$ cat src/rtl/umc_pkg.sv
package umc_pkg;
   // ---------------------------------------------------------------
   // Register byte offsets
   // ---------------------------------------------------------------
   localparam logic [7:0] HSCTL_OFF = 8'h04;   // modem_handshake_control
   localparam logic [7:0] LINES_OFF = 8'h08;   // present modem line state
   localparam logic [7:0] EVT_OFF   = 8'h0C;   // sticky change events
   localparam logic [7:0] MASK_OFF  = 8'h10;   // event interrupt mask

   // ---------------------------------------------------------------
   // Control field positions and reset values
   // ---------------------------------------------------------------
   localparam int         CTL_W         = 5;
   localparam int         TERM_RDY_BIT  = 0;
   localparam int         REQ_SEND_BIT  = 1;
   localparam int         SPARE_BIT     = 2;
   localparam int         IRQ_EN_BIT    = 3;
   localparam int         LOOP_BIT      = 4;
   localparam logic [4:0] CTL_RESET     = 5'h00;

   // Internal modem line positions (active high inside the block)
   localparam int         LN_W      = 4;
   localparam int         LN_CTS    = 0;
   localparam int         LN_DSR    = 1;
   localparam int         LN_RI     = 2;
   localparam int         LN_DCD    = 3;
   localparam logic [3:0] LN_RESET  = 4'h0;
   localparam logic [3:0] EVT_RESET = 4'h0;
   localparam logic [3:0] MASK_RESET = 4'h0;

   // Pin synchroniser idle value: serial mark, handshakes inactive
   localparam logic [4:0] PIN_IDLE  = 5'h1F;

   // AXI response codes
   localparam logic [1:0] RESP_OKAY   = 2'h0;
   localparam logic [1:0] RESP_DECERR = 2'h3;
endpackage

$ cat src/rtl/umc_modem_ctrl.sv
// Local design decision: the AXI4-Lite interface to the registers.
`timescale 1ns/1ps
// ------------------------------------------------------------------
// Modem handshake control with diagnostic loopback
// ------------------------------------------------------------------
//
// Behaviour
// Control bit 4 set enters loopback; clearing it restores normal work.
// In loopback the serial data output stays at mark, logic 1.
// In loopback receive ignores the pin and takes the transmit shifter.
// In loopback external CTS, DSR, RI and DCD pins are disconnected.
// Loopback feeds ready to DSR, request to CTS, spare to RI, enable to DCD.
// In loopback all modem output pins sit inactive high.
// Receive and transmit interrupts keep working in loopback.
// In loopback modem events come from control bits 3 to 0.
// Bit 3 clear floats the interrupt pin; set drives it.
// Bit 2 is a software flag with no pin; feeds RI in loopback.
// Active-low request-to-send pin follows bit 1 inverted.
// Active-low terminal-ready pin is low when bit 0 is 1.
// Reset clears control bits; bits 7 to 5 read zero, ignore writes.
module umc_modem_ctrl
   import umc_pkg::*;
(
   // Clock and reset
   input  wire logic        ref_clk,
   input  wire logic        nrst,
   // AXI4-Lite write address and data
   input  wire logic        s_axi_awvalid,
   output logic             s_axi_awready,
   input  wire logic [7:0]  s_axi_awaddr,
   input  wire logic        s_axi_wvalid,
   output logic             s_axi_wready,
   input  wire logic [31:0] s_axi_wdata,
   input  wire logic [3:0]  s_axi_wstrb,
   // AXI4-Lite write response
   output logic             s_axi_bvalid,
   input  wire logic        s_axi_bready,
   output logic      [1:0]  s_axi_bresp,
   // AXI4-Lite read
   input  wire logic        s_axi_arvalid,
   output logic             s_axi_arready,
   input  wire logic [7:0]  s_axi_araddr,
   output logic             s_axi_rvalid,
   input  wire logic        s_axi_rready,
   output logic      [31:0] s_axi_rdata,
   output logic      [1:0]  s_axi_rresp,
   // Shifter side, same clock
   input  wire logic        txShiftOut,
   output logic             rxShiftIn,
   input  wire logic        rxTxIntReq,
   // Serial and modem pins
   output logic             txdPin,
   input  wire logic        rxdPin,
   output logic             termReadyN,
   output logic             reqSendN,
   input  wire logic        clearSendN,
   input  wire logic        setReadyN,
   input  wire logic        ringN,
   input  wire logic        carrierN,
   // Serial port interrupt pin, enable low while driven
   output logic             irqPinOut,
   output logic             irqPinOeN,
   // Modem event interrupt
   output logic             irq
);
   // ---------------------------------------------------------------
   // Declarations
   // ---------------------------------------------------------------
   logic [CTL_W-1:0] hsCtl;
   logic [3:0]       evtStatus;
   logic [3:0]       evtMask;
   logic [4:0]       pinSync;
   logic [LN_W-1:0]  modemLines;
   logic [LN_W-1:0]  lineChange;
   logic             loopback;
   logic             awGot;
   logic             wGot;
   logic [7:0]       awAddrQ;
   logic [31:0]      wDataQ;
   logic             wStrb0;
   logic             doWrite;
   logic [31:0]      next_rdata;
   logic [1:0]       next_rresp;

   function automatic logic hit(input logic [7:0] a, input logic [7:0] off);
      hit = (a == off);
   endfunction

   assign loopback = hsCtl[LOOP_BIT];
   assign doWrite  = awGot && wGot && !s_axi_bvalid;

   // ---------------------------------------------------------------
   // Pin synchroniser and change detector
   // ---------------------------------------------------------------
   umc_sync u_sync (
      .ref_clk (ref_clk),
      .nrst    (nrst),
      .pinIn   ({carrierN, ringN, setReadyN, clearSendN, rxdPin}),
      .pinSync (pinSync)
   );

   // Pins are cut off in loopback; control bits stand in for them
   always_comb
   begin
      if (loopback)
      begin
         modemLines[LN_DSR] = hsCtl[TERM_RDY_BIT];
         modemLines[LN_CTS] = hsCtl[REQ_SEND_BIT];
         modemLines[LN_RI]  = hsCtl[SPARE_BIT];
         modemLines[LN_DCD] = hsCtl[IRQ_EN_BIT];
      end
      else
         modemLines = ~pinSync[4:1];
   end

   umc_delta u_delta (
      .ref_clk (ref_clk),
      .nrst    (nrst),
      .lines   (modemLines),
      .change  (lineChange)
   );

   // ---------------------------------------------------------------
   // AXI4-Lite write channel
   // ---------------------------------------------------------------
   // Address and data taken in either order, answered when both held
   always_ff @(posedge ref_clk)
   begin
      if (!nrst)
      begin
         s_axi_awready <= 1'b0;
         s_axi_wready  <= 1'b0;
         s_axi_bvalid  <= 1'b0;
         s_axi_bresp   <= RESP_OKAY;
         awGot         <= 1'b0;
         wGot          <= 1'b0;
         awAddrQ       <= 8'h00;
         wDataQ        <= 32'h0000_0000;
         wStrb0        <= 1'b0;
      end
      else
      begin
         if (s_axi_awvalid && s_axi_awready)
         begin
            awGot         <= 1'b1;
            awAddrQ       <= s_axi_awaddr;
            s_axi_awready <= 1'b0;
         end
         else if (!awGot && !s_axi_awready)
            s_axi_awready <= 1'b1;
         if (s_axi_wvalid && s_axi_wready)
         begin
            wGot         <= 1'b1;
            wDataQ       <= s_axi_wdata;
            wStrb0       <= s_axi_wstrb[0];
            s_axi_wready <= 1'b0;
         end
         else if (!wGot && !s_axi_wready)
            s_axi_wready <= 1'b1;
         if (doWrite)
         begin
            s_axi_bvalid <= 1'b1;
            if (hit(awAddrQ, HSCTL_OFF) || hit(awAddrQ, LINES_OFF) ||
                hit(awAddrQ, EVT_OFF) || hit(awAddrQ, MASK_OFF))
               s_axi_bresp <= RESP_OKAY;
            else
               s_axi_bresp <= RESP_DECERR;
         end
         else if (s_axi_bvalid && s_axi_bready)
         begin
            s_axi_bvalid <= 1'b0;
            awGot        <= 1'b0;
            wGot         <= 1'b0;
         end
      end
   end

   // ---------------------------------------------------------------
   // Registers
   // ---------------------------------------------------------------
   // Control register; only the low five bits exist
   always_ff @(posedge ref_clk)
   begin
      if (!nrst)
         hsCtl <= CTL_RESET;
      else if (doWrite && wStrb0 && hit(awAddrQ, HSCTL_OFF))
         hsCtl <= wDataQ[CTL_W-1:0];
   end

   // Mask register gates events onto irq
   always_ff @(posedge ref_clk)
   begin
      if (!nrst)
         evtMask <= MASK_RESET;
      else if (doWrite && wStrb0 && hit(awAddrQ, MASK_OFF))
         evtMask <= wDataQ[3:0];
   end

   // Sticky events, write one to clear; a new event beats the clear
   always_ff @(posedge ref_clk)
   begin
      if (!nrst)
         evtStatus <= EVT_RESET;
      else if (doWrite && wStrb0 && hit(awAddrQ, EVT_OFF))
         evtStatus <= (evtStatus & ~wDataQ[3:0]) | lineChange;
      else
         evtStatus <= evtStatus | lineChange;
   end

   // ---------------------------------------------------------------
   // AXI4-Lite read channel
   // ---------------------------------------------------------------
   always_comb
   begin
      next_rdata = 32'h0000_0000;
      next_rresp = RESP_OKAY;
      if (hit(s_axi_araddr, HSCTL_OFF))
         next_rdata[CTL_W-1:0] = hsCtl;
      else if (hit(s_axi_araddr, LINES_OFF))
         next_rdata[LN_W-1:0] = modemLines;
      else if (hit(s_axi_araddr, EVT_OFF))
         next_rdata[3:0] = evtStatus;
      else if (hit(s_axi_araddr, MASK_OFF))
         next_rdata[3:0] = evtMask;
      else
         next_rresp = RESP_DECERR;
   end

   // One read at a time; data answered the edge after the address
   always_ff @(posedge ref_clk)
   begin
      if (!nrst)
      begin
         s_axi_arready <= 1'b0;
         s_axi_rvalid  <= 1'b0;
         s_axi_rdata   <= 32'h0000_0000;
         s_axi_rresp   <= RESP_OKAY;
      end
      else if (s_axi_arvalid && s_axi_arready)
      begin
         s_axi_arready <= 1'b0;
         s_axi_rvalid  <= 1'b1;
         s_axi_rdata   <= next_rdata;
         s_axi_rresp   <= next_rresp;
      end
      else if (s_axi_rvalid && s_axi_rready)
         s_axi_rvalid <= 1'b0;
      else if (!s_axi_rvalid && !s_axi_arready)
         s_axi_arready <= 1'b1;
   end

   // ---------------------------------------------------------------
   // Serial data path
   // ---------------------------------------------------------------
   // Registered so pins never glitch while loopback toggles
   always_ff @(posedge ref_clk)
   begin
      if (!nrst)
      begin
         txdPin    <= 1'b1;
         rxShiftIn <= 1'b1;
      end
      else if (loopback)
      begin
         txdPin    <= 1'b1;
         rxShiftIn <= txShiftOut;
      end
      else
      begin
         txdPin    <= txShiftOut;
         rxShiftIn <= pinSync[0];
      end
   end

   // ---------------------------------------------------------------
   // Modem outputs and interrupts
   // ---------------------------------------------------------------
   // Handshake pins inverted from the bits, parked high in loopback
   always_ff @(posedge ref_clk)
   begin
      if (!nrst)
      begin
         termReadyN <= 1'b1;
         reqSendN   <= 1'b1;
      end
      else
      begin
         termReadyN <= loopback | ~hsCtl[TERM_RDY_BIT];
         reqSendN   <= loopback | ~hsCtl[REQ_SEND_BIT];
      end
   end

   // Pin carries the shifter request plus modem events alike
   always_ff @(posedge ref_clk)
   begin
      if (!nrst)
      begin
         irq       <= 1'b0;
         irqPinOut <= 1'b0;
         irqPinOeN <= 1'b1;
      end
      else
      begin
         irq       <= |(evtStatus & evtMask);
         irqPinOut <= rxTxIntReq | (|(evtStatus & evtMask));
         irqPinOeN <= ~hsCtl[IRQ_EN_BIT];
      end
   end
endmodule

$ cat src/rtl/umc_sync.sv
`timescale 1ns/1ps
// ------------------------------------------------------------------
// Two-stage synchroniser for asynchronous pins
// ------------------------------------------------------------------
module umc_sync
   import umc_pkg::*;
(
   // Clock and reset
   input  wire logic       ref_clk,
   input  wire logic       nrst,
   // Pins in, synchronised copy out
   input  wire logic [4:0] pinIn,
   output logic      [4:0] pinSync
);
   logic [4:0] stage1;

   // First stage feeds only the second; idle level at reset
   always_ff @(posedge ref_clk)
   begin
      if (!nrst)
      begin
         stage1  <= PIN_IDLE;
         pinSync <= PIN_IDLE;
      end
      else
      begin
         stage1  <= pinIn;
         pinSync <= stage1;
      end
   end
endmodule

$ cat src/rtl/umc_delta.sv
`timescale 1ns/1ps
// ------------------------------------------------------------------
// Modem line change detector
// ------------------------------------------------------------------
module umc_delta
   import umc_pkg::*;
(
   // Clock and reset
   input  wire logic            ref_clk,
   input  wire logic            nrst,
   // Present lines and change pulses
   input  wire logic [LN_W-1:0] lines,
   output logic      [LN_W-1:0] change
);
   logic [LN_W-1:0] prevLines;

   // Remember last sample of the lines
   always_ff @(posedge ref_clk)
   begin
      if (!nrst)
         prevLines <= LN_RESET;
      else
         prevLines <= lines;
   end

   // Ring counts only its trailing edge, the others any edge
   always_comb
   begin
      change         = lines ^ prevLines;
      change[LN_RI]  = prevLines[LN_RI] & ~lines[LN_RI];
   end
endmodule

$ cat config.mk
export PLATFORM = sky130hd
export DESIGN_NAME = umc_modem_ctrl
export DESIGN_NICKNAME = d
export VERILOG_FILES = /design/src/rtl/umc_pkg.sv /design/src/rtl/umc_modem_ctrl.sv /design/src/rtl/umc_sync.sv /design/src/rtl/umc_delta.sv
export SDC_FILE = /design/constraint.sdc
export NUM_CORES = 1
export LEC_CHECK = 0
export BUFFER_PORTS_ARGS = -buffer_cell sky130_fd_sc_hd__buf_2
export CAP_MARGIN = 20
export CORE_ASPECT_RATIO = 0.5
export CORE_MARGIN = 8
export CORE_UTILIZATION = 43
export CTS_BUF_LIST = sky130_fd_sc_hd__clkbuf_16
export CTS_CLUSTER_SIZE = 8
export DETAILED_ROUTE_END_ITERATION = 16
export HOLD_SLACK_MARGIN = 0.06
export PLACE_DENSITY = 0.76
export SETUP_SLACK_MARGIN = 0.02
export SYNTH_ARGS = -nofsm -noshare
export SYNTH_HDL_FRONTEND = slang
export SYNTH_SLANG_ARGS = --single-unit
$ cat constraint.sdc
create_clock -name ref_clk -period 1.6 [get_ports ref_clk]
set_input_delay 0.16 -clock ref_clk [delete_from_list [all_inputs] [get_ports ref_clk]]
set_output_delay 0.16 -clock ref_clk [all_outputs]
set_load 0.02 [all_outputs]
==> results of run 1 <==
[cells by family (layout without fill, tap and decap cells)]
logic type | count (synthesis) | after routing
buffers and inverters | 47 | 95
flip-flops | 62 | 62
XOR/XNOR | 5 | 5
other | 1 | 27
multiplexers | 8 | 8
AND/OR/NAND/NOR | 111 | 111
AO/OA/AOI/OAI | 57 | 57
[worst max-delay path: cells and delay by family, from the launching register on]
| kind | cells | cell delay [ns] |
|---|---|---|
| flops | 1 | 0.32 |
| buf+inv | 1 | 0.16 |
| compound gates | 2 | 0.31 |
| simple gates | 2 | 0.81 |
[per-stage QoR]
| step | power, mW | utilization |
|---|---|---|
| floorplan | 1.94 | - |
| global placement | 1.98 | 0.494 |
| detailed placement | 1.99 | 0.494 |
| CTS | 4.36 | 0.573 |
| global route | 4.50 | 0.579 |
| finish | 4.35 | 0.579 |
[routing by layer]
metal / vias up / track usage / share of wire
met5: - / 0 / 0
met4: 0 / 0.0431 / 0.0092
met3: 7 / 0.0533 / 0.080
met2: 89 / 0.224 / 0.46
met1: 1016 / 0.161 / 0.45
li1: 1074 / - / -
[cell usage after synthesis (all sizes together) (2+ instances only)]
cell / n / area (sq um)
a21boi: 22 / 165
a21oi: 6 / 30.0
a22oi: 4 / 30.0
a32o: 3 / 30.0
and2: 7 / 43.8
and3: 2 / 12.5
buf: 34 / 255
clkbuf: 7 / 26.3
dfxtp: 62 / 1240
inv: 6 / 22.5
mux2i: 8 / 80.1
nand2: 51 / 191
nand2b: 14 / 87.6
nand3: 7 / 35.0
nand4b: 5 / 43.8
nor2: 6 / 22.5
nor2b: 3 / 18.8
nor3b: 4 / 30.0
nor4: 2 / 12.5
nor4b: 2 / 17.5
o21a: 3 / 22.5
o21ai: 11 / 73.8
o31ai: 4 / 30.0
or4: 2 / 15.0
xnor2: 3 / 26.3
xor2: 2 / 17.5
[worst paths after layout]
path	start	endpoint	slack [ns]	depth (start not counted)
max reg2reg	awAddrQ[6]	evtStatus[1]	-0.11	5
min	s_axi_awaddr[6]	awAddrQ[6]	0.08	3
max	awAddrQ[6]	evtStatus[1]	-0.11	5
min reg2reg	u_sync.stage1[3]	u_sync.pinSync[3]	0.40	1
[sequential cells by signal, summed over array words and instances, names as in the netlist, 4 cells and up]
signal             flops
u_delta.prevLines      4
wDataQ                 5
awAddrQ                8
u_sync.stage1          5
evtMask                4
u_sync.pinSync         5
hsCtl                  5
evtStatus              4
s_axi_rdata            5
[report_power, final]
group / internal [mW] / switching [mW] / leakage (nW)
logic: 0.154 / 0.228 / 0.721
clock network: 1.67 / 0.654 / 0.181
registers: 1.60 / 0.0384 / 0.509
total: 3.43 / 0.920 / 1.41
[what timing repair did]
item                                   in CTS  in global routing
resized for setup                           8                  7
pin swaps                                   6                  3
endpoints found under the hold margin       7                  0
hold buffers                                7                  0
setup buffers                               2                  1
setup endpoints to repair                  13                 13
[final cells by class]
| cell class | count | area, sq um |
|---|---|---|
| Timing Repair Buffer | 73 | 442 |
| Clock buffer | 9 | 225 |
| Multi-Input combinational cell | 208 | 1310 |
| Fill cell | 495 | 2540 |
| Tap cell | 88 | 110 |
| Sequential cell | 62 | 1250 |
| Clock inverter | 7 | 138 |
| Inverter | 6 | 22.5 |
==> summary.md, run 1 <==
| Metric | Value |
|---|---|
| Initial antenna violation count | 0 |
| Vias in the first global route | roughly 2200 |
| Post-synthesis cell type count | 40 |
| Die height | roughly 72 microns |
| Global-route wire length before repair | roughly 9900 microns |
| Yosys warnings | 0 |
| Run status | finished with violations |
| Sequential share of the synthesized area | 0.464 |
| Die area | 9150 sq um |
| LEAKAGE | 1.41 nW |
| Critical path class | reg2reg |
| Number of nets at the end of the flow | 426 |
| Arrival @ worst endpoint | 1.91 ns |
| Cell count after placement | 427 |
| #FFs+latches synth | 62 |
| IO Port Bufs | 56 |
| Mux share of post-synthesis cell area | 0.0299 |
| Proportion of register bits with asynchronous set or reset after synthesis | 0 |
| Ports placed on the boundary | around 110 |
| Setup repair after global routing missed its margin | true |
| Total placed instance area | 2980 sq um |
| Final Skew | 0.00842 ns |
| Cell area after layout | 3490 sq um |
| PD cells | 1250 nW/um^2 |
| Critical-path cell list | or4_4 -> or2_4 -> buf_4 -> o31ai_4 -> a21boi_1 |
| Largest net degree at the start of global routing | 40 |
| Critical path fanouts, max | 5 |
| Hold Fails Final Rpt | 0 |
| Estimated wirelength of the detail-placed design | 4560 microns |
| Clock transition at the register clock pins on the worst setup and hold paths after CTS | roughly 0.050 ns |
| Netlist Area Pre-Place | 2670 sq um |
| Final WL | about 6300 microns |
| Worst-case hold slack | 0.0777 ns |
| Global routing usage summed across all routing layers | 0.136 |
| Initial core utilization | 0.443 |
| Portion of the clock cycle consumed by the worst path in the final layout | 1.07 |
| Endpoint type of the worst setup path | flop |
| Fmax achieved | 583 MHz |
| DRC violation count after routing | 0 |
| First-pass DRT Iterations | 4 |
| Area growth from synthesis to layout | 30.5% |
| Synth Area in Simple Gates | 0.219 |
| Clock net sink count | 62 |
| Root buffer cell | clkbuf_16 |
| Largest stage delay, worst path | roughly 0.53 ns |
| Number of pins exceeding their max-slew limit in the final report | 0 |
| Area of the core | 6030 sq um |
| Clock latency of the later-clocked register in the worst-skew pair | 0.32 ns |
| DRT iter0 DRCs | 93 |
| Placer congestion estimate | 0.867 |
| Post-route setup TNS | -1.00 ns |
| Leading cell type in the layout, fill and taps excluded | dfxtp_1 |
| Total congestion overflow after global routing | 0 |
| Chip width | 128 microns |
| Sort of element at the start of the critical path | flop |
| Num rows | 20 |
| Synthesized area per cell | 9.19 sq um |
| Commonest cells after routing, fill and taps aside | dfxtp_1, buf_2, nand2_1 |
| Number of vias per cell after detailed routing | 4.83 |
| Clock Path Buffers | 2 |
| Via count of the routed design | 2186 |
| Mapped Cells | between 200 and 300 |
| Final min period | 1.71 ns |
| Post-synthesis share of cell area spent on xor and xnor gates | 0.0164 |
| Ant diodes | 0 |
| EDFF count, synth | 0 |
| Final-report setup violation count | 13 |
| Predominant post-synthesis flop cell | dfxtp_1 |
| Count of H-tree levels built during CTS | 3 |
| Main combinational cell family by area after synthesis | simple AND/OR/NAND/NOR gates |
| Max-cap viol count | 0 |
| Compound-gate portion of the synthesized area | 0.155 |
| Number of standard cells in the final layout excluding fillers | 453 |
| Average wire length per cell after detail routing | 13.9 microns |
| Fraction of layout instances using a drive strength above 1 | 0.282 |
| Worst voltage drop across the vdd grid | around 550 uV |
| Slowest cell on the critical path | or4_4 |
| Class of the most critical hold timing path | in2reg |
| Area share of fa/ha/maj cells after synthesis | 0 |
| Post-placement worst setup slack | -0.128 ns |
| Data required time at the worst endpoint | approximately 1.8 ns |
| Violated checks | setup timing |
| TritonCTS clock tree | done |
| Post-layout worst setup margin | -0.115 ns |
| Post-detailed-route count of antenna-violating nets | 0 |
| TritonCTS buffer count | 9 |
No activity file was read; power rests on OpenSTA's default activity.
==> inputs of run 2 (changes only) <==
==> constraint.sdc (replaced) <==
create_clock -name ref_clk -period 1.6 [get_ports ref_clk]
set_input_delay 0.24 -clock ref_clk [delete_from_list [all_inputs] [get_ports ref_clk]]
set_output_delay 0.24 -clock ref_clk [all_outputs]
set_load 0.02 [all_outputs]
==> summary.md, run 2 (synthesis gave the netlist of run 1 again) <==
| Metric | Value |
|---|---|
| Run status | finished with violations |
| Violated checks | setup timing |
| Ant diodes | 0 |
| Clock latency of the later-clocked register in the worst-skew pair | around 0.32 ns |
| Clock transition at the register clock pins on the worst setup and hold paths after CTS | 0.05 ns |
| Critical-path cell list | or4_4 -> or4_1 -> buf_6 -> nand3_2 -> o21ai_2 |
| PD cells | 1130 nW/um^2 |
| Hold endpoint | u_sync.stage1[4] |
| Largest delay contributor family on the critical path | simple AND/OR/NAND/NOR gates |
| Number of nets at the end of the flow | 416 |
| Total placed instance area | 2980 sq um |
| Slowest cell on the critical path | or4_4 |
| Root buffer cell | clkbuf_16 |
| Initial core utilization | 0.443 |
| Chip width | 128 microns |
| LEAKAGE | 1.31 nW |
| Total area of multi-input combinational cells | 1260 sq um |
| Vias in the first global route | 2034 |
| Largest net degree at the start of global routing | 42 |
| Cells on Worst Hold Path | 2 |
| Via count of the routed design | ~2100 |
| TritonCTS buffer count | 9 |
| Flop2flop setup slack | -0.08 ns |
| Number of vias per cell after detailed routing | 4.67 |
| Fmax achieved | 594 MHz |
| Hold Fails Final Rpt | 0 |
| Ports placed on the boundary | 114 |
| Worst voltage drop across the vdd grid | 628 uV |
| Placer congestion estimate | 0.879 |
| Largest register by flop count | awAddrQ |
| Number of flip-flops under the largest register name | 8 |
| Sequential cell area | 1250 sq um |
| Final-report setup violation count | 10 |
| Slew headroom | 0.662 |
| Critical path class | reg2reg |
| IO Port Bufs | 56 |
| Clock net sink count | 62 |
| Worst r2r src | awAddrQ[6] |
| Total congestion overflow after global routing | 0 |
| Leading cell type in the layout, fill and taps excluded | dfxtp_1 |
| Arrival @ worst endpoint | roughly 1.9 ns |
| Die height | 71.8 microns |
| Clock Path Buffers | 2 |
| Final min period | 1.68 ns |
| Commonest cells after routing, fill and taps aside | dfxtp_1, buf_2, nand2_1 |
| Count of H-tree levels built during CTS | 3 |
| Global routing usage summed across all routing layers | 0.132 |
| Die area | 9150 sq um |
| DRT iter0 DRCs | 110 |
| Largest stage delay, worst path | roughly 0.52 ns |
| Global-route wire length before repair | between 9000 and 10000 microns |
| Area growth from synthesis to layout | 22.1% |
| Area of the core | about 6000 sq um |
| Class of the most critical hold timing path | in2reg |
| First-pass DRT Iterations | 4 |
| Bufs and invs on worst path | 1 |
| Hold path startpoint | carrierN |
| Number of pins exceeding their max-slew limit in the final report | 0 |
| Data required time at the worst endpoint | 1.81 ns |
| Post-detailed-route count of antenna-violating nets | 0 |
| Cell area after layout | 3260 sq um |
| Final Skew | 0.00493 ns |
| Worst-case hold slack | 0.0981 ns |
| Portion of the clock cycle consumed by the worst path in the final layout | 1.05 |
| Setup repair after global routing missed its margin | true |
| Filler Cell Count | between 500 and 600 |
| Post-layout worst setup margin | -0.0843 ns |
| Endpoint type of the worst setup path | flop |
| Estimated wirelength of the detail-placed design | 4470 microns |
| Num rows | 20 |
| Fraction of layout instances using a drive strength above 1 | 0.273 |
| Final WL | 5810 microns |
| Endpoint of the worst register-to-register path | hsCtl[4] |
| Total power consumption of the routed design | 3.69 mW |
| Number of standard cells in the final layout excluding fillers | 443 |
| Sort of element at the start of the critical path | flop |
| Initial antenna violation count | 0 |
| DRC violation count after routing | 0 |
| TritonCTS clock tree | done |
| Number of cells on the worst reg-to-reg path | 5 |
| Cell count after placement | 427 |
| Average wire length per cell after detail routing | about 13 microns |
| Slew at the pin closest to its max-slew limit | slightly above 0.5 ns |
| Max-cap viol count | 0 |
| Critical path fanouts, max | 10 |
-- run 2: cell count changes in the layout (fill, tap and decap cells not counted) --
| cell | previous run | this run |
|---|---|---|
| a21boi_0 | 18 | 19 |
| a21boi_1 | 4 | 3 |
| buf_4 | 8 | 5 |
| bufinv_16 | 4 | 0 |
| clkinv_2 | 1 | 2 |
| clkinv_4 | 1 | 3 |
| clkinvlp_4 | 0 | 2 |
| dlygate4sd3_1 | 7 | 0 |
| inv_1 | 7 | 6 |
| o31ai_1 | 0 | 4 |
| o31ai_2 | 1 | 0 |
| o31ai_4 | 3 | 0 |
-- run 2: area by class of cell --
cell class | count | area share
clock buffers | 9 | 0.0690
clock inverters | 7 | 0.0157
inverters | 6 | 0.00690
multi-input cells | 208 | 0.386
flip-flops and latches | 62 | 0.382
well taps | 88 | 0.0337
repair buffers | 63 | 0.107
-- run 2: report_power, final --
part / total [mW] / internal [mW] / switching, mW
combinational: 0.334 / 0.124 / 0.211
clock: 1.72 / 1.05 / 0.674
sequential: 1.64 / 1.60 / 0.0353
total: 3.69 / 2.77 / 0.920
-- run 2: how the worst max path moves through the flow --
| stage | start | endpoint | slack, ns | cells after the start |
|---|---|---|---|---|
| after CTS | awAddrQ[6] | evtMask[2] | -0.11 | 4 |
| after global routing | awAddrQ[6] | evtMask[3] | -0.13 | 4 |
| after global placement | awAddrQ[6] | evtMask[3] | -0.1 | 4 |
| after detailed placement | awAddrQ[6] | evtMask[2] | -0.12 | 4 |
| final | awAddrQ[6] | hsCtl[4] | -0.08 | 5 |
| after floorplan | awAddrQ[2] | hsCtl[0] | -0.02 | 5 |
-- run 2: layer usage --
metal	vias to the layer above	part of all wire	GRT usage
li1	1064	-	-
met1	932	0.46	0.159
met2	70	0.44	0.197
met3	2	0.092	0.0518
met4	0	0.0069	0.0758
met5	-	0	0
-- run 2: repair_timing --
item	4_1_cts	5_1_grt
resized for setup	3	4
pin swaps	1	2
endpoints found under the setup margin	13	13
setup buffers	0	0
hold buffers	0	0
-- run 2: through the flow --
stage                     utilization  setup TNS (ns)  setup slack (ns)
after floorplan                     -          -0.136           -0.0166
after global placement          0.494          -0.935           -0.0994
after detailed placement        0.494           -1.14            -0.121
after CTS                       0.541          -0.832            -0.111
after global routing            0.541           -1.18            -0.128
final                           0.541          -0.658           -0.0843
